**config.mk**
```make
export PLATFORM = sky130hd
export DESIGN_NAME = gpmp_port
export DESIGN_NICKNAME = d
export VERILOG_FILES = /design/src/hw/gpmp_pkg.sv /design/src/hw/gpmp_cfg_if.sv /design/src/hw/gpmp_irq_det.sv /design/src/hw/gpmp_port.sv /design/src/hw/gpmp_sync.sv
export SDC_FILE = /design/constraint.sdc
export NUM_CORES = 1
export LEC_CHECK = 0
export BUFFER_PORTS_ARGS = -buffer_cell sky130_fd_sc_hd__clkbuf_2
export CAP_MARGIN = 20
export CELL_PAD_IN_SITES_DETAIL_PLACEMENT = 1
export CELL_PAD_IN_SITES_GLOBAL_PLACEMENT = 1
export CORE_MARGIN = 2
export CORE_UTILIZATION = 35
export DETAILED_ROUTE_END_ITERATION = 8
export GPL_ROUTABILITY_DRIVEN = 0
export GPL_TIMING_DRIVEN = 0
export PLACE_DENSITY = 0.79
export SLEW_MARGIN = 5
export SYNTH_ARGS = -nofsm -noshare
export SYNTH_HDL_FRONTEND = slang
export SYNTH_SLANG_ARGS = --single-unit
export TNS_END_PERCENT = 1
```
**constraint.sdc**
```tcl
create_clock -name i_clk -period 12.14 [get_ports i_clk]
set_input_delay 0.607 -clock i_clk [delete_from_list [all_inputs] [get_ports i_clk]]
set_output_delay 0.607 -clock i_clk [all_outputs]
set_load 0.01 [all_outputs]
```
**src/hw/gpmp_pkg.sv**
```systemverilog
// package: register map, reset values and field constants of the gpio port
package gpmp_pkg;
    localparam int          GPMP_W          = 8;
    localparam int          GPMP_AW         = 12;
    localparam logic [11:0] OFS_DATA_LAST   = 12'h03FC;
    localparam logic [11:0] OFS_DIR         = 12'h0400;
    localparam logic [11:0] OFS_IRQ_SENSE   = 12'h0404;
    localparam logic [11:0] OFS_IRQ_BOTH    = 12'h0408;
    localparam logic [11:0] OFS_IRQ_EVENT   = 12'h040C;
    localparam logic [11:0] OFS_IRQ_MASK    = 12'h0410;
    localparam logic [11:0] OFS_IRQ_RAW     = 12'h0414;
    localparam logic [11:0] OFS_IRQ_MSTAT   = 12'h0418;
    localparam logic [11:0] OFS_IRQ_CLEAR   = 12'h041C;
    localparam logic [11:0] OFS_ALT_SEL     = 12'h0420;
    localparam logic [11:0] OFS_DRV_LOW     = 12'h0500;
    localparam logic [11:0] OFS_DRV_MID     = 12'h0504;
    localparam logic [11:0] OFS_DRV_HIGH    = 12'h0508;
    localparam logic [11:0] OFS_OPEN_DRAIN  = 12'h050C;
    localparam logic [11:0] OFS_PULL_UP     = 12'h0510;
    localparam logic [11:0] OFS_PULL_DOWN   = 12'h0514;
    localparam logic [11:0] OFS_SLEW        = 12'h0518;
    localparam logic [11:0] OFS_DIG_EN      = 12'h051C;
    localparam logic [11:0] OFS_PERIPH_ID0  = 12'h0FD0;
    localparam logic [11:0] OFS_PERIPH_ID7  = 12'h0FEC;
    localparam logic [11:0] OFS_CELL_ID0    = 12'h0FF0;
    localparam logic [11:0] OFS_CELL_ID3    = 12'h0FFC;
    localparam int          DATA_MASK_LSB   = 2;
    localparam int          ID_IDX_LSB      = 2;
    localparam logic [7:0]  RST_ZERO        = 8'h00;
    localparam logic [7:0]  RST_ONES        = 8'hFF;
    localparam logic [7:0]  RST_DRV_LOW     = 8'hFF;
    localparam logic [7:0]  RST_PULL_UP     = 8'hFF;
    localparam logic [7:0]  RST_DIG_EN      = 8'hFF;
    // identification bytes: values arbitrary, chosen for this block
    localparam logic [7:0]  ID_PERIPH [8] = '{8'h00, 8'h00, 8'h00, 8'h00,
                                              8'h5A, 8'h01, 8'h10, 8'h00};
    localparam logic [7:0]  ID_CELL   [4] = '{8'h0D, 8'hF0, 8'h05, 8'hB1};
endpackage

```
**src/hw/gpmp_cfg_if.sv**
```systemverilog
// interface: per-pin trigger configuration from registers to detector
`timescale 1ns/1ps
interface gpmp_cfg_if;
    logic [7:0] sense;
    logic [7:0] both;
    logic [7:0] event_pol;
    logic [7:0] clear;
    logic [7:0] raw;
    modport regs (output sense, output both, output event_pol,
                  output clear, input raw);
    modport det  (input sense, input both, input event_pol,
                  input clear, output raw);
endinterface

```
**src/hw/gpmp_irq_det.sv**
```systemverilog
// module: per-pin edge/level trigger detection and raw status latch
`timescale 1ns/1ps
module gpmp_irq_det
    import gpmp_pkg::*;
(
    input  wire logic              i_clk,
    input  wire logic              i_rst,
    input  wire logic [GPMP_W-1:0] i_pin,
    gpmp_cfg_if.det                cfg
);
    logic [GPMP_W-1:0] prev;
    logic [GPMP_W-1:0] raw_edge;
    wire  [GPMP_W-1:0] rise = i_pin & ~prev;
    wire  [GPMP_W-1:0] fall = ~i_pin & prev;
    // polarity 1 picks rising/high, 0 falling/low
    // both-edge choice is per pin, never a whole-port switch
    wire  [GPMP_W-1:0] sel_edge = (cfg.both & (rise | fall))
        | (~cfg.both & ((rise & cfg.event_pol) | (fall & ~cfg.event_pol)));
    wire  [GPMP_W-1:0] lvl_hit = ~(i_pin ^ cfg.event_pol);
    wire  [GPMP_W-1:0] edge_hit = sel_edge & ~cfg.sense;

    // edge hits latch; a hit in the clear cycle wins over the clear
    always_ff @(posedge i_clk or posedge i_rst) begin
        if (i_rst) begin
            prev     <= RST_ZERO;
            raw_edge <= RST_ZERO;
        end else begin
            prev     <= i_pin;
            raw_edge <= (raw_edge & ~cfg.clear) | edge_hit; // RL9
        end
    end

    // level sources follow the pin; the source must hold it
    assign cfg.raw = (raw_edge & ~cfg.sense)
                   | (lvl_hit & cfg.sense); // RL11
endmodule

```
**src/hw/gpmp_port.sv**
```systemverilog
// module: one eight-pin gpio port with masked data access and interrupts
`timescale 1ns/1ps
// Behaviour
// RL1: address bits nine to two mask data
// RL2: masked write changes only selected bits
// RL3: masked read returns zero for unselected bits
// RL4: ordinary pins reset as software inputs
// RL5: test-port pins reset to alternate function
// RL6: power-on and external reset restore defaults
// RL7: direction register bit per pin
// RL8: all pin conditions merge into one interrupt
// RL9: edge condition latched until software clears
// RL10: level source holds level until recognised
// RL11: sense, both-edges, polarity choose trigger
// RL12: mask bit forwards pin condition
// RL13: raw shows all, masked shows forwarded
// RL14: write one clears latched condition
// RL15: mask pin before changing trigger settings
// RL16: alternate select hands pin to peripheral
// RL17: drive, slew, pulls, open drain, input enable
// RL18: read-only peripheral and cell identification
// RL19: each port is identical copy
// RL20: event one high/rising, sense one level
// RL21: unbonded bits ignore writes
// RL22: alternate mode ignores direction and data
// RL23: inputs synchronised before edge detection
module gpmp_port
    import gpmp_pkg::*;
#(
    parameter logic [7:0] BONDED_PINS = 8'hFF, // RL19
    parameter logic [7:0] ALT_RESET   = 8'h00
)(
    input  wire logic               i_clk,
    input  wire logic               i_rst,
    input  wire logic [GPMP_AW-1:0] i_addr,
    input  wire logic [31:0]        i_wdata,
    input  wire logic               i_wr,
    input  wire logic               i_rd,
    output logic      [31:0]        o_rdata,
    input  wire logic [GPMP_W-1:0]  i_pin,
    output logic      [GPMP_W-1:0]  o_pin,
    output logic      [GPMP_W-1:0]  o_pin_oe,
    input  wire logic [GPMP_W-1:0]  i_alt_out,
    input  wire logic [GPMP_W-1:0]  i_alt_oe,
    output logic      [GPMP_W-1:0]  o_alt_in,
    output logic      [GPMP_W-1:0]  o_drive_low,
    output logic      [GPMP_W-1:0]  o_drive_mid,
    output logic      [GPMP_W-1:0]  o_drive_high,
    output logic      [GPMP_W-1:0]  o_slew,
    output logic      [GPMP_W-1:0]  o_pull_up,
    output logic      [GPMP_W-1:0]  o_pull_down,
    output logic      [GPMP_W-1:0]  o_open_drain,
    output logic      [GPMP_W-1:0]  o_dig_en,
    output logic                    o_irq
);
    // software-visible registers, then the pad sync, read mux and interrupt status signals
    logic [GPMP_W-1:0] port_data_reg;
    logic [GPMP_W-1:0] pin_direction_reg;
    logic [GPMP_W-1:0] alt_function_select;
    logic [GPMP_W-1:0] irq_sense_select;
    logic [GPMP_W-1:0] irq_both_edges_select;
    logic [GPMP_W-1:0] irq_event_polarity;
    logic [GPMP_W-1:0] irq_mask_enable;
    logic [GPMP_W-1:0] drive_low_select;
    logic [GPMP_W-1:0] drive_mid_select;
    logic [GPMP_W-1:0] drive_high_select;
    logic [GPMP_W-1:0] slew_select;
    logic [GPMP_W-1:0] pull_up_select;
    logic [GPMP_W-1:0] pull_down_select;
    logic [GPMP_W-1:0] open_drain_select;
    logic [GPMP_W-1:0] digital_input_enable;
    logic [GPMP_W-1:0] pin_sync;
    logic [GPMP_W-1:0] next_read;
    logic [GPMP_W-1:0] irq_raw_status;
    logic [GPMP_W-1:0] irq_masked_status;

    gpmp_cfg_if cfg ();

    // bit lane of a write that touches only bonded pins
    function automatic logic [GPMP_W-1:0] merge(
        input logic [GPMP_W-1:0] old_v,
        input logic [GPMP_W-1:0] new_v,
        input logic [GPMP_W-1:0] sel
    );
        logic [GPMP_W-1:0] en;
        en    = sel & BONDED_PINS;
        merge = (old_v & ~en) | (new_v & en); // RL21
    endfunction

    // address decode
    wire               is_data   = (i_addr <= OFS_DATA_LAST);
    wire  [GPMP_W-1:0] addr_mask =
        i_addr[DATA_MASK_LSB +: GPMP_W]; // RL1
    wire  [GPMP_W-1:0] wbyte     = i_wdata[GPMP_W-1:0];
    wire               wr_data   = i_wr && is_data;
    wire               wr_dir    = i_wr && (i_addr == OFS_DIR);
    wire               wr_sense  = i_wr && (i_addr == OFS_IRQ_SENSE);
    wire               wr_both   = i_wr && (i_addr == OFS_IRQ_BOTH);
    wire               wr_event  = i_wr && (i_addr == OFS_IRQ_EVENT);
    wire               wr_mask   = i_wr && (i_addr == OFS_IRQ_MASK);
    wire               wr_clear  = i_wr && (i_addr == OFS_IRQ_CLEAR);
    wire               wr_alt    = i_wr && (i_addr == OFS_ALT_SEL);
    wire               wr_dlow   = i_wr && (i_addr == OFS_DRV_LOW);
    wire               wr_dmid   = i_wr && (i_addr == OFS_DRV_MID);
    wire               wr_dhigh  = i_wr && (i_addr == OFS_DRV_HIGH);
    wire               wr_odr    = i_wr && (i_addr == OFS_OPEN_DRAIN);
    wire               wr_pu     = i_wr && (i_addr == OFS_PULL_UP);
    wire               wr_pd     = i_wr && (i_addr == OFS_PULL_DOWN);
    wire               wr_slr    = i_wr && (i_addr == OFS_SLEW);
    wire               wr_den    = i_wr && (i_addr == OFS_DIG_EN);
    wire               is_pid    = (i_addr >= OFS_PERIPH_ID0)
                                && (i_addr <= OFS_PERIPH_ID7);
    wire               is_cid    = (i_addr >= OFS_CELL_ID0)
                                && (i_addr <= OFS_CELL_ID3);
    wire  [2:0]        pid_idx   = 3'(i_addr[ID_IDX_LSB +: 3]);
    wire  [1:0]        cid_idx   = 2'(i_addr[ID_IDX_LSB +: 2]);

    // pad synchroniser ahead of edge detection and data reads
    gpmp_sync u_sync (
        .i_clk   (i_clk),
        .i_rst   (i_rst),
        .i_async (i_pin),
        .o_sync  (pin_sync)
    ); // RL23

    // trigger config to the detector
    assign cfg.sense     = irq_sense_select;
    assign cfg.both      = irq_both_edges_select;
    assign cfg.event_pol = irq_event_polarity; // RL20
    assign cfg.clear     = wr_clear ? (wbyte & BONDED_PINS)
                                    : RST_ZERO; // RL14

    gpmp_irq_det u_det (
        .i_clk (i_clk),
        .i_rst (i_rst),
        .i_pin (pin_sync),
        .cfg   (cfg.det)
    );

    // raw status regardless of mask; masked feeds the single output
    assign irq_raw_status    = cfg.raw & BONDED_PINS; // RL13
    assign irq_masked_status = irq_raw_status & irq_mask_enable; // RL12
    assign o_irq             = |irq_masked_status; // RL8

    // data and direction: data writes honour the address mask
    always_ff @(posedge i_clk or posedge i_rst) begin
        if (i_rst) begin
            port_data_reg     <= RST_ZERO;
            pin_direction_reg <= RST_ZERO; // RL4
        end else begin
            if (wr_data)
                port_data_reg <= merge(port_data_reg, wbyte,
                                       addr_mask); // RL2
            if (wr_dir)
                pin_direction_reg <= merge(pin_direction_reg, wbyte,
                                           RST_ONES); // RL7
        end
    end

    // alternate select: test-port pins come up owned by the peripheral;
    // the async reset covers both power-on and external reset sources
    always_ff @(posedge i_clk or posedge i_rst) begin
        if (i_rst)
            alt_function_select <= ALT_RESET; // RL5 RL6
        else if (wr_alt)
            alt_function_select <= merge(alt_function_select, wbyte,
                                         RST_ONES);
    end

    // trigger and mask registers; software masks before changing them
    always_ff @(posedge i_clk or posedge i_rst) begin
        if (i_rst) begin
            irq_sense_select      <= RST_ZERO;
            irq_both_edges_select <= RST_ZERO;
            irq_event_polarity    <= RST_ZERO;
            irq_mask_enable       <= RST_ZERO;
        end else begin
            if (wr_sense)
                irq_sense_select <= merge(irq_sense_select, wbyte,
                                          RST_ONES); // RL11
            if (wr_both)
                irq_both_edges_select <= merge(irq_both_edges_select,
                                               wbyte, RST_ONES);
            if (wr_event)
                irq_event_polarity <= merge(irq_event_polarity, wbyte,
                                            RST_ONES);
            if (wr_mask)
                irq_mask_enable <= merge(irq_mask_enable, wbyte,
                                         RST_ONES);
        end
    end

    // drive strength: the three selects are mutually exclusive,
    // so writing one drops that pin from the other two
    always_ff @(posedge i_clk or posedge i_rst) begin
        if (i_rst) begin
            drive_low_select  <= RST_DRV_LOW;
            drive_mid_select  <= RST_ZERO;
            drive_high_select <= RST_ZERO;
        end else if (wr_dlow | wr_dmid | wr_dhigh) begin
            drive_low_select  <= wr_dlow ?
                merge(drive_low_select, wbyte, RST_ONES) :
                merge(drive_low_select, RST_ZERO, wbyte); // RL17
            drive_mid_select  <= wr_dmid ?
                merge(drive_mid_select, wbyte, RST_ONES) :
                merge(drive_mid_select, RST_ZERO, wbyte);
            drive_high_select <= wr_dhigh ?
                merge(drive_high_select, wbyte, RST_ONES) :
                merge(drive_high_select, RST_ZERO, wbyte);
        end
    end

    // remaining pad options; pull-up and pull-down also exclude
    always_ff @(posedge i_clk or posedge i_rst) begin
        if (i_rst) begin
            pull_up_select       <= RST_PULL_UP;
            pull_down_select     <= RST_ZERO;
            open_drain_select    <= RST_ZERO;
            slew_select          <= RST_ZERO;
            digital_input_enable <= RST_DIG_EN;
        end else begin
            if (wr_pu) begin
                pull_up_select   <= merge(pull_up_select, wbyte, RST_ONES);
                pull_down_select <= merge(pull_down_select, RST_ZERO,
                                          wbyte);
            end else if (wr_pd) begin
                pull_down_select <= merge(pull_down_select, wbyte,
                                          RST_ONES);
                pull_up_select   <= merge(pull_up_select, RST_ZERO, wbyte);
            end
            if (wr_odr)
                open_drain_select <= merge(open_drain_select, wbyte,
                                           RST_ONES);
            if (wr_slr)
                slew_select <= merge(slew_select, wbyte, RST_ONES);
            if (wr_den)
                digital_input_enable <= merge(digital_input_enable, wbyte,
                                              RST_ONES);
        end
    end

    // pad controls; slew only takes effect at the strongest drive
    assign o_drive_low  = drive_low_select;
    assign o_drive_mid  = drive_mid_select;
    assign o_drive_high = drive_high_select;
    assign o_slew       = slew_select & drive_high_select; // RL17
    assign o_pull_up    = pull_up_select;
    assign o_pull_down  = pull_down_select;
    assign o_open_drain = open_drain_select;
    assign o_dig_en     = digital_input_enable;

    // pin mux: peripheral owns pin outright when selected
    wire [GPMP_W-1:0] sw_oe  = pin_direction_reg & ~alt_function_select;
    wire [GPMP_W-1:0] hw_oe  = i_alt_oe & alt_function_select; // RL22
    wire [GPMP_W-1:0] drv_v  = (alt_function_select & i_alt_out)
                             | (~alt_function_select & port_data_reg);
    wire [GPMP_W-1:0] any_oe = (sw_oe | hw_oe) & BONDED_PINS; // RL16
    // open drain: drive only lows, release for a high
    assign o_pin    = drv_v & ~open_drain_select;
    assign o_pin_oe = any_oe & ~(open_drain_select & drv_v);
    // input buffer off reads as zero
    wire [GPMP_W-1:0] pin_in = pin_sync & digital_input_enable;
    assign o_alt_in = pin_in & alt_function_select;

    // data read: outputs show latch, inputs show the pad
    wire [GPMP_W-1:0] data_view = (pin_direction_reg & port_data_reg)
                                | (~pin_direction_reg & pin_in);

    // read mux, one word per register outside the masked data window, unmapped reads zero
    always_comb begin
        next_read = RST_ZERO;
        if (is_data)
            next_read = data_view & addr_mask; // RL3
        else if (i_addr == OFS_DIR)
            next_read = pin_direction_reg;
        else if (i_addr == OFS_IRQ_SENSE)
            next_read = irq_sense_select;
        else if (i_addr == OFS_IRQ_BOTH)
            next_read = irq_both_edges_select;
        else if (i_addr == OFS_IRQ_EVENT)
            next_read = irq_event_polarity;
        else if (i_addr == OFS_IRQ_MASK)
            next_read = irq_mask_enable;
        else if (i_addr == OFS_IRQ_RAW)
            next_read = irq_raw_status;
        else if (i_addr == OFS_IRQ_MSTAT)
            next_read = irq_masked_status;
        else if (i_addr == OFS_ALT_SEL)
            next_read = alt_function_select;
        else if (i_addr == OFS_DRV_LOW)
            next_read = drive_low_select;
        else if (i_addr == OFS_DRV_MID)
            next_read = drive_mid_select;
        else if (i_addr == OFS_DRV_HIGH)
            next_read = drive_high_select;
        else if (i_addr == OFS_OPEN_DRAIN)
            next_read = open_drain_select;
        else if (i_addr == OFS_PULL_UP)
            next_read = pull_up_select;
        else if (i_addr == OFS_PULL_DOWN)
            next_read = pull_down_select;
        else if (i_addr == OFS_SLEW)
            next_read = slew_select;
        else if (i_addr == OFS_DIG_EN)
            next_read = digital_input_enable;
        else if (is_pid)
            next_read = ID_PERIPH[pid_idx]; // RL18
        else if (is_cid)
            next_read = ID_CELL[cid_idx];
    end

    // read data registered, valid the cycle after the strobe
    always_ff @(posedge i_clk or posedge i_rst) begin
        if (i_rst)
            o_rdata <= 32'h0000_0000;
        else if (i_rd)
            o_rdata <= {24'h00_0000, next_read};
    end
endmodule

```
**src/hw/gpmp_sync.sv**
```systemverilog
// module: two-flop synchroniser for the pad inputs
`timescale 1ns/1ps
module gpmp_sync
    import gpmp_pkg::*;
(
    input  wire logic             i_clk,
    input  wire logic             i_rst,
    input  wire logic [GPMP_W-1:0] i_async,
    output logic      [GPMP_W-1:0] o_sync
);
    logic [GPMP_W-1:0] meta;

    // first stage feeds only the second
    always_ff @(posedge i_clk or posedge i_rst) begin
        if (i_rst) begin
            meta   <= RST_ZERO;
            o_sync <= RST_ZERO;
        end else begin
            meta   <= i_async;
            o_sync <= meta;
        end
    end
endmodule

```
==> results by group, run 1 <==
Power
  – Pint: 0.0008990 W
  – Leakage power: 5.117 nW
  – Combinational power share: under 10%
  – PD cells: 110.5 nW/um^2
  – Sw Pwr: 0.0003246 W
  – Max VDD drop: 0.00007571 V
  – Reg power frac: 45.9%
  – Switching Share: 26.53%
  – Clock share of power: 44.2%

Global routing
  – First-pass GRT wire length: 53440 um
  – Vias in the first global route: 8696
  – GRT Resource Usage Total: 25.17%
  – Pin count of the biggest net entering global routing: 86
  – Congestion Overflow GR: 0
  – Initial antenna violation count: 1

Placement
  – Number of port buffers: 131
  – Placed cell area: 10490 um^2
  – HPWL Detailed: ~26000 um

Floorplanning
  – DIE AREA: 27870 um^2
  – # IOs: roughly 190
  – Die Wd: ~170 um
  – Initial Utilization: 35.66%
  – Placeable Area: 26060 um^2
  – Row count: 59
  – Die Y: 166.9 um

Timing
  – FMAX: 0.3131 GHz
  – Final hold violation count: 0
  – Min Hold Slack: between 200 and 250 ps
  – Worst Skew: 9.457 ps
  – Setup violators final: 0
  – Unrepaired setup endpoints after global routing: no
  – Max-slew violation count: 0
  – Slew @ Worst Pin: between 1000 and 1500 ps
  – Period minus WS final: 3193 ps
  – Setup total negative slack: 0 ps
  – Relative slew slack: 29.00%
  – Final period util: roughly a quarter

Final layout
  – Post-layout util: between 40% and 50%
  – Nets: 1232
  – Share of cells above drive strength 1: 32.58%
  – Area grow syn2layout: 19.22%
  – Fin area: between 10000 and 15000 um^2

Critical path
  – Crit Path Category: flip-flop to primary output
  – Startpoint types: flip-flop
  – Worst endpoint data arrival time: 2590 ps
  – Crit Path Max Fanout: 4
  – Worst EP required: 11530 ps
  – Nature of the critical path endpoint: primary output
  – Reg2Reg Depth: 7

Synthesis
  – Post-synth EDFFs: 0
  – Mapped cell area: between 9000 and 10000 um^2
  – Ys Warns: 0
  – Seq/Total Area, Yosys: 43.42%
  – Count of cell types in the netlist: 78
  – Yosys reg bits: 160
  – Cells after synthesis: 970
  – Asr flop ratio synth: 100.0%
  – Top FF cell, synth: dfrtp_1
  – Synthesized area per cell: 9.579 um^2

Run status
  – Outcome: finished clean

Clocking
  – Number of H-tree levels: 4
  – CTS root buf: clkbuf_16
  – CTS Buf Count: 17
  – Bufs on Longest Clock Path: 2
  – Setup bufs post-CTS: 0
  – Worst-path clk slew: 70 ps
  – CTS tree: done
  – Clk sinks: 160
  – Clock Latency Late Sink: around 450 ps
  – Cts hold-fix bufs: 0
  – PostCTS Resize Cnt: 0

Drt
  – Initial DRC Count: between 900 and 1000
  – Routed wire per std cell: 23.55 um
  – Vias: 8595
  – Vias per cell: about 5.8
  – Drt first pass iters: 5
  – Remaining antenna violation count: 0
  – DRC violation count after routing: 0
  – WL final: 35160 um

Hold path
  – Hold/Removal Path Class: input pin to asynchronous set/reset pin

Run
  – Max-cap violations: 0
path summary, 6_finish.rpt:
| path | startpoint | endpoint | slack (ps) |
|---|---|---|---|
| worst max-delay path | cfg.event_pol[4] | o_irq | 8950 |
| worst min-delay path | i_rst | u_sync.meta[2] | 220 |
| worst max register to register | u_sync.o_sync[6] | o_rdata[6] | 10070 |
| worst min register to register | u_sync.meta[0] | u_sync.o_sync[0] | 350 |
| max in group asynchronous | i_rst | o_pull_up[7] | 11090 |
| min in group i_clk | i_pin[1] | u_sync.meta[1] | 260 |
cells by family (layout without fill, tap and decap cells):
group	after synthesis	in the layout	share of synthesized area (%)
and+or+nand+nor	334	334	17.87
AOI/OAI and AO/OA	223	223	15.55
DFF	160	160	43.41
muxes	115	115	13.71
buffers and inverters	113	277	6.504
adders and majority gates	16	16	2.155
xor gates and xnor gates	8	8	0.7541
other	1	25	0.04036
layout by cell type, fill, tap and decap left out, types with 5 or more instances in the layout:
master / instances
clkbuf_2: 131
o22ai_1: 13
nand3_1: 21
o221ai_1: 5
xnor2_1: 8
and2_1: 12
nor2b_1: 10
conb_1: 24
a221oi_1: 8
and3_1: 15
nand2_1: 180
dfrtp_1: 136
buf_4: 30
o21ai_0: 65
dfstp_2: 24
buf_2: 30
o21ai_1: 18
a21boi_0: 8
clkinvlp_4: 5
mux2i_1: 17
clkbuf_16: 17
a22oi_1: 10
clkbuf_1: 18
o211ai_1: 12
mux2_2: 98
nor2_1: 38
ha_1: 16
inv_1: 27
a21oi_1: 35
nor4_1: 5
layout make-up:
type	count	area, um^2
Tap cell	335	419.2
Inverter	28	112.6
Antenna cell	1	2.502
Clock buffer	22	484.2
Multi-Input combinational cell	720	4740
Buffer	85	499.2
Timing Repair Buffer	132	683.2
Clock inverter	10	102.6
Fill cell	3061	14980
Sequential cell	160	4034
power groups by stage:
stage | registers, W | logic, W | clock network, W
after floorplan | 0.000567 | 0.0000762 | 0
after global placement | 0.000571 | 0.000114 | 0
after detailed placement | 0.000572 | 0.000120 | 0
after CTS | 0.000562 | 0.000120 | 0.000546
after global routing | 0.000564 | 0.000131 | 0.000569
final | 0.000562 | 0.000121 | 0.000541
synthesized netlist by cell type (all sizes together), types with 10 or more instances:
| master | number | area share (%) |
|---|---|---|
| buf | 68 | 4.7 |
| o211ai | 12 | 0.97 |
| nand2 | 182 | 7.4 |
| clkbuf | 17 | 0.69 |
| and3 | 15 | 1.0 |
| ha | 16 | 2.2 |
| o22ai | 13 | 0.88 |
| dfstp | 24 | 6.8 |
| mux2 | 98 | 12 |
| inv | 28 | 1.1 |
| dfrtp | 136 | 37 |
| a22oi | 10 | 0.81 |
| nor2b | 10 | 0.67 |
| nor2 | 43 | 1.9 |
| o21ai | 83 | 4.5 |
| a21oi | 36 | 2.0 |
| nand3 | 23 | 1.3 |
| and2 | 12 | 0.81 |
| mux2i | 17 | 1.8 |
per-stage QoR:
step | power [W] | setup WS, ps | cells
4_1_cts | 0.001228 | 8993 | 1492
3_3_place_gp | 0.0006853 | 5351 | 1459
5_1_grt | 0.001263 | 8864 | 1493
6_report | 0.001224 | 8947 | 1493
3_5_place_dp | 0.0006912 | 8891 | 1460
2_1_floorplan | 0.0006427 | 7253 | 993
layer usage:
metal | share of wire (%) | vias up | global-route usage [%]
met5 | 0 | - | 0
met4 | 2.5 | 0 | 8.171
met3 | 7.8 | 74 | 5.371
met2 | 47 | 404 | 40.44
met1 | 42 | 4357 | 33.91
li1 | - | 3760 | -
worst max-delay path, cell delays in order, from the launching register on:
cell and delay [ps]:
dfrtp_1 440, xnor2_1 150, mux2i_1 340, nor2_1 110, or4_1 560, or3_1 390, clkbuf_2 150
Note: power is estimated with default switching activity, not from simulation.
==> run 2: changes to the inputs <==
==> constraint.sdc (replaced) <==
create_clock -name i_clk -period 3.3 [get_ports i_clk]
set_input_delay 0.165 -clock i_clk [delete_from_list [all_inputs] [get_ports i_clk]]
set_output_delay 0.165 -clock i_clk [all_outputs]
set_load 0.01 [all_outputs]
==> results by group, run 2 (synthesized netlist as in run 1, its figures left out) <==
Critical path
  – Crit Path Category: flip-flop to primary output
  – Worst endpoint data arrival time: 2530 ps (-60 ps)
  – Crit Path Max Fanout: 6 (+2)
  – Startpoint types: flip-flop
  – Nature of the critical path endpoint: primary output
  – Worst EP required: 3130 ps (-8400 ps)

Placement
  – HPWL Detailed: 26470 um (+0.82%)
  – Number of port buffers: 131 (unchanged)

Final layout
  – Area grow syn2layout: 21.12%
  – Commonest cells after routing, fill and taps aside: 180 x nand2_1, 136 x dfrtp_1, 131 x clkbuf_2
  – Multi-input gate area: 4740 um^2 (unchanged)
  – Commonest non-fill, non-tap cell in the layout: nand2_1
  – Share of cells above drive strength 1: 32.39% (-0.19 points)
  – Nets: 1245 (+1.1%)
  – Reg area: 4034 um^2 (unchanged)
  – Number of fill cells: 3024 (-1.2%)

Hold path
  – Hold/Removal Path Class: input pin to flip-flop

Power
  – PD cells: 410.2 nW/um^2 (+270%)
  – Leakage power: 5.204 nW (+1.7%)
  – Max VDD drop: 0.0003113 V (+310%)

Global routing
  – First-pass GRT wire length: 54130 um (+1.3%)
  – Congestion Overflow GR: 0 (unchanged)
  – Initial antenna violation count: 0 (-1)
  – Vias in the first global route: 8901 (+2.4%)
  – Pin count of the biggest net entering global routing: 40 (-53%)
  – GRT Resource Usage Total: 25.41% (+0.25 points)

Floorplanning
  – Row count: 59 (unchanged)
  – DIE AREA: 27870 um^2 (unchanged)
  – Placeable Area: 26060 um^2 (unchanged)
  – Initial Utilization: 35.66% (unchanged)
  – Die Y: 166.9 um (unchanged)
  – Die Wd: 166.9 um (unchanged)
  – # IOs: 193 (unchanged)

Drt
  – WL final: 35560 um (+1.1%)
  – Vias per cell: 5.786 (+0.51%)
  – Routed wire per std cell: 23.61 um (+0.26%)
  – Initial DRC Count: 795 (-14%)
  – Vias: 8714 (+1.4%)
  – DRC violation count after routing: 0 (unchanged)
  – Remaining antenna violation count: 0 (unchanged)
  – Drt first pass iters: 5 (unchanged)

Run status
  – Outcome: finished clean

Clocking
  – Clock Latency Late Sink: 450 ps (about the same)
  – PostCTS Resize Cnt: 0 (unchanged)
  – Number of H-tree levels: 4 (unchanged)
  – Clk sinks: 160 (unchanged)
  – CTS tree: done
  – Bufs on Longest Clock Path: 2 (unchanged)
  – Setup bufs post-CTS: 0 (unchanged)
  – CTS root buf: clkbuf_16
  – Worst-path clk slew: 70 ps (about the same)
  – CTS Buf Count: 17 (unchanged)

Timing
  – Slew @ Worst Pin: 1220 ps (+164.2 ps)
  – Unrepaired setup endpoints after global routing: no
  – Min Hold Slack: 62.68 ps (-157.1 ps)
  – Final hold violation count: 0 (unchanged)
  – Final period util: 81.60%
  – Relative slew slack: 17.96% (-11 points)
  – Setup violators final: 0 (unchanged)
  – Setup total negative slack: 0 ps (unchanged)
  – Worst Skew: 12.99 ps (+3.528 ps)
  – FMAX: 0.3714 GHz
  – Period minus WS final: 2693 ps
  – Max-slew violation count: 0 (unchanged)

Run
  – Max-cap violations: 0 (unchanged)
run 2: path summary, 6_finish.rpt:
kind                                      to  slack (ps)              from  depth (start not counted)
max in group asynchronous  u_det.raw_edge[3]        2310             i_rst                          6
setup / recovery                       o_irq         610  u_sync.o_sync[3]                          6
hold / removal                  o_pull_up[3]          60        i_wdata[3]                          3
setup reg to reg                  o_rdata[6]        1250  u_sync.o_sync[6]                          7
min in group asynchronous     u_sync.meta[2]         150             i_rst                          3
hold reg to reg             u_sync.o_sync[0]         350    u_sync.meta[0]                          0
run 2: critical path, stage by stage (launching register included):
cell and delay (ps):
dfrtp_1 460, xnor2_1 160, mux2i_1 230, nor2b_1 150
or4_1 560, or3_1 380, clkbuf_2 150
run 2: repair_timing:
item                                    CTS  global route
hold buffers                              9             0
endpoints found under the setup margin    0             0
endpoints found under the hold margin    75             0
run 2: area by class of cell:
type	instances	area share, %
multi-input combinational	720	42.12
sequential	160	35.85
timing repair buffer	145	7.583
buffer	85	4.436
clock buffer	20	3.880
tap	335	3.725
clock inverter	12	1.423
inverter	28	0.9673
antenna	1	0.02224
run 2: stage by stage:
stage | utilization (%) | power [W] | instance area, um^2 | std cells | worst slack, ps
4_1_cts | 43.17 | 0.004635 | 11250 | 1505 | 600.7
3_5_place_dp | 40.54 | 0.002552 | 10560 | 1464 | 459.2
2_1_floorplan | - | 0.002365 | 9382 | 993 | 1126
6_report | 43.18 | 0.004617 | 11250 | 1506 | 607.2
3_3_place_gp | 40.13 | 0.002520 | 10460 | 1459 | 30.80
5_1_grt | 43.17 | 0.004762 | 11250 | 1505 | 512.8
run 2: where the power goes:
| part | internal [W] | switching, W | total, W | leakage [nW] |
|---|---|---|---|---|
| clock | 0.00120 | 0.000888 | 0.00209 | 0.289 |
| combinational | 0.000186 | 0.000279 | 0.000465 | 2.90 |
| sequential | 0.00201 | 0.0000523 | 0.00207 | 2.02 |
| total | 0.00340 | 0.00122 | 0.00462 | 5.20 |
run 2: per-layer routing:
metal	wire, um	vias up	track usage (%)
li1	-	3796	-
met1	15010	4392	34.16
met2	16430	439	39.92
met3	2749	87	4.990
met4	1359	0	10.98
met5	0	-	0
==> run 3: changes to the inputs <==
--- a/config.mk
+++ b/config.mk
@@ -5,6 +5,7 @@
 export SDC_FILE = /design/constraint.sdc
 export NUM_CORES = 1
 export LEC_CHECK = 0
+export ABC_AREA = 1
 export BUFFER_PORTS_ARGS = -buffer_cell sky130_fd_sc_hd__clkbuf_2
 export CAP_MARGIN = 20
 export CELL_PAD_IN_SITES_DETAIL_PLACEMENT = 1
@@ -14,7 +15,7 @@
 export DETAILED_ROUTE_END_ITERATION = 8
 export GPL_ROUTABILITY_DRIVEN = 0
 export GPL_TIMING_DRIVEN = 0
-export PLACE_DENSITY = 0.79
+export PLACE_DENSITY = 0.85
 export SLEW_MARGIN = 5
 export SYNTH_ARGS = -nofsm -noshare
 export SYNTH_HDL_FRONTEND = slang
==> constraint.sdc (replaced) <==
create_clock -name i_clk -period 2.2 [get_ports i_clk]
set_input_delay 0.11 -clock i_clk [delete_from_list [all_inputs] [get_ports i_clk]]
set_output_delay 0.11 -clock i_clk [all_outputs]
set_load 0.01 [all_outputs]
==> results by group, run 3 <==
Run status
  – Outcome: finished, violations left
  – Failing checks: negative setup slack

Floorplanning
  – Placeable Area: 24390 um^2 (-6.4%)
  – Die Wd: 161.8 um (-3.1%)
  – DIE AREA: 26180 um^2 (-6.0%)
  – Initial Utilization: 35.74% (+0.084 points)
  – # IOs: 193 (unchanged)
  – Row count: 57 (-3.4%)
  – Die Y: 161.8 um (-3.1%)

Synthesis
  – Commonest cells in the netlist: 304 x nand2_1, 156 x inv_1, 140 x o21ai_0, 136 x dfrtp_1, 120 x nor2_1
  – Top cells by area, synth: dfrtp_1 39%, nand2_1 13%, o21ai_0 8.0%, dfstp_2 7.2%, inv_1 6.7%
  – Yosys reg bits: 160 (unchanged)
  – Synthesized area per cell: 7.600 um^2 (-21%)
  – Mapped cell area: 8717 um^2 (-6.2%)
  – Count of cell types in the netlist: 45 (-42%)
  – Cell taking the most area after synthesis: dfrtp_1
  – Yosys top cell area share: 39.04% (+2.4 points)
  – Ys Warns: 0 (unchanged)
  – Cells after synthesis: 1147 (+18%)
  – Top FF cell, synth: dfrtp_1
  – Post-synth EDFFs: 0 (unchanged)
  – Count leader, synth: nand2_1
  – Asr flop ratio synth: 100.0% (unchanged)
  – Seq/Total Area, Yosys: 46.28% (+2.9 points)

Global routing
  – Vias in the first global route: 9599 (+7.8%)
  – GRT Resource Usage Total: 27.62% (+2.2 points)
  – First-pass GRT wire length: 54630 um (+0.92%)
  – Initial antenna violation count: 1 (+1)
  – Congestion Overflow GR: 0 (unchanged)
  – Pin count of the biggest net entering global routing: 34 (-15%)

Critical path
  – Crit Path Category: flip-flop to flip-flop
  – Worst EP required: 2540 ps (-590 ps)
  – Reg2reg start: slew_select[4]
  – Crit Path Max Fanout: 3 (-3)
  – Reg2Reg Depth: 12 (+5)
  – RR Endpoint: o_rdata[4]
  – Startpoint types: flip-flop
  – Worst endpoint data arrival time: 2610 ps (+80 ps)
  – Nature of the critical path endpoint: flip-flop
  – Internal reg-to-reg setup slack: -70 ps (-1320 ps)

Final layout
  – Nets: 1442 (+16%)
  – Area grow syn2layout: 24.40%
  – Commonest cells after routing, fill and taps aside: 302 x nand2_1, 154 x inv_1, 142 x clkbuf_2
  – Share of cells above drive strength 1: 22.38% (-10 points)
  – # diodes: 0 (-1)
  – Number of fill cells: 3083 (+2.0%)
  – Commonest non-fill, non-tap cell in the layout: nand2_1
  – Post-layout util: 44.46% (+1.3 points)
  – Final cell count without fillers: 1691 (+12%)

Timing
  – Fin worst setup slack: -72.67 ps (-679.9 ps)
  – Final period util: 103.3%
  – Setup violators final: 1 (+1)
  – Relative slew slack: 39.73% (+22 points)
  – Max-slew violation count: 0 (unchanged)
  – FMAX: 0.4400 GHz
  – Worst Skew: 10.34 ps (-2.648 ps)
  – Final hold violation count: 0 (unchanged)
  – Period minus WS final: 2273 ps
  – Unrepaired setup endpoints after global routing: yes
  – Slew @ Worst Pin: 904.1 ps (-316.1 ps)

Hold path
  – Worst hold path endpoint: o_rdata[3]
  – Worst Hold Depth: 4 (+1)
  – Hold/Removal Path Class: input pin to flip-flop
  – Hold Startpoint: i_rd

Power
  – Reg power frac: 45.8% (+1.0 points)
  – PD cells: 621.4 nW/um^2 (+51%)
  – Clock share of power: 45.2% (about the same)
  – Leakage power: 5.258 nW (+1.0%)
  – Max VDD drop: 0.0003754 V (+21%)
  – Overall power: 0.006738 W (+46%)
  – Pint: 0.004912 W (+45%)
  – Switching Share: 27.10% (+0.68 points)
  – Combinational power share: 9.0% (-1.1 points)
  – Sw Pwr: 0.001826 W (+50%)

Placement
  – HPWL Detailed: 26600 um (+0.46%)
  – Inst Count DP: 1641 (+12%)
  – Number of port buffers: 142 (+8.4%)
  – Worst slack at placement: -346.0 ps (-805.2 ps)

Clocking
  – Bufs on Longest Clock Path: 2 (unchanged)
  – CTS root buf: clkbuf_16
  – Clock Latency Late Sink: 450 ps (about the same)
  – CTS tree: done
  – Clk sinks: 160 (unchanged)
  – Number of H-tree levels: 4 (unchanged)
  – CTS Buf Count: 17 (unchanged)
  – Worst-path clk slew: 70 ps (about the same)

Drt
  – WL final: 35910 um (+0.99%)
  – Vias: 9201 (+5.6%)
  – Drt first pass iters: 7 (+2)
  – Initial DRC Count: 695 (-13%)
  – DRC violation count after routing: 0 (unchanged)
  – Remaining antenna violation count: 0 (unchanged)
  – Routed wire per std cell: 21.23 um (-10%)
  – Vias per cell: 5.441 (-6.0%)

Run
  – Max-cap violations: 0 (unchanged)
## run 3: cell count changes after synthesis, sizes merged, moves of 11 or more
cell,change
and3,-13
nand2,+126
o21ai,+61
inv,+147
mux2,-98
nand4,+23
and2,-11
mux2i,-12
buf,-36
nor2,+91
## run 3: kinds of logic after synthesis
logic type      Yosys count  share of synthesized area [%]
mux                       5                         0.5742
fa+ha+maj                16                          2.297
compound gates          227                          14.77
xor+xnor                  1                         0.1005
buf+inv                 229                          11.10
flops                   160                          46.28
simple gates            508                          24.85
other cells               1                        0.04302
## run 3: power groups by stage
stage	registers, W	logic (W)	clock network (W)
after floorplan	0.00311	0.000312	0
after global placement	0.00313	0.000533	0
after detailed placement	0.00313	0.000572	0
after CTS	0.00308	0.000600	0.00306
after global routing	0.00309	0.000664	0.00318
final	0.00308	0.000606	0.00305
## run 3: timing repair
item,CTS,global route
gates resized for setup,4,18
endpoints found under the setup margin,2,6
pin swaps,0,10
hold endpoints to repair,31,0
hold buffers,16,0
setup buffers,0,2
## run 3: how the worst max path moves through the flow
stage / startpoint / end / slack [ps] / cells after the start
6_report: slew_select[4] / o_rdata[4] / -70 / 12
5_1_grt: slew_select[4] / o_rdata[4] / -110 / 12
3_5_place_dp: i_addr[4] / o_rdata[3] / -350 / 19
2_1_floorplan: i_rst / asynchronous set/reset pin / 80 / 1
4_1_cts: u_sync.o_sync[0] / o_irq / 2 / 8
3_3_place_gp: i_rst / o_rdata[0] / -1030 / 2
## run 3: worst max-delay path, stage by stage (launching register included)
cell and delay, ps:
dfrtp_1 440, nand2_1 100, nand4_1 150, nor2_1 130, nand4_1 200, nor2_2 250
nand4_1 160, nor2_1 140, nand3_1 80, nor2_1 180, nand4_1 170, nand2_1 100
nand2_1 50
## run 3: area by class of cell
class	instances	area, um^2	share of cell area [%]
buffer	53	305.3	2.815
clock buffer	18	429.2	3.958
clock inverter	14	156.4	1.442
inverter	176	665.6	6.138
multi-input combinational	781	3857	35.57
sequential	160	4039	37.24
tap	324	405.4	3.738
timing repair buffer	165	985.9	9.092
## run 3: through the flow
step | TNS (ps) | hold WS, ps | area, um^2
finish | -72.67 | 10.45 | 10840
global route | -221.6 | 9.609 | 10840
CTS | 0 | 4.819 | 10780
detailed placement | -3383 | 141.8 | 10020
global placement | -146560 | 220.2 | 9923
floorplan | 0 | 141.4 | 8807
## run 3: metal layers
| metal | wire length [um] | global-route usage [%] | up-vias |
|---|---|---|---|
| met1 | 14630 | 35.72 | 4581 |
| met2 | 16760 | 44.72 | 470 |
| met4 | 1387 | 11.79 | 0 |
| met3 | 3129 | 6.103 | 101 |
| li1 | - | - | 4049 |
| met5 | 0 | 0 | - |
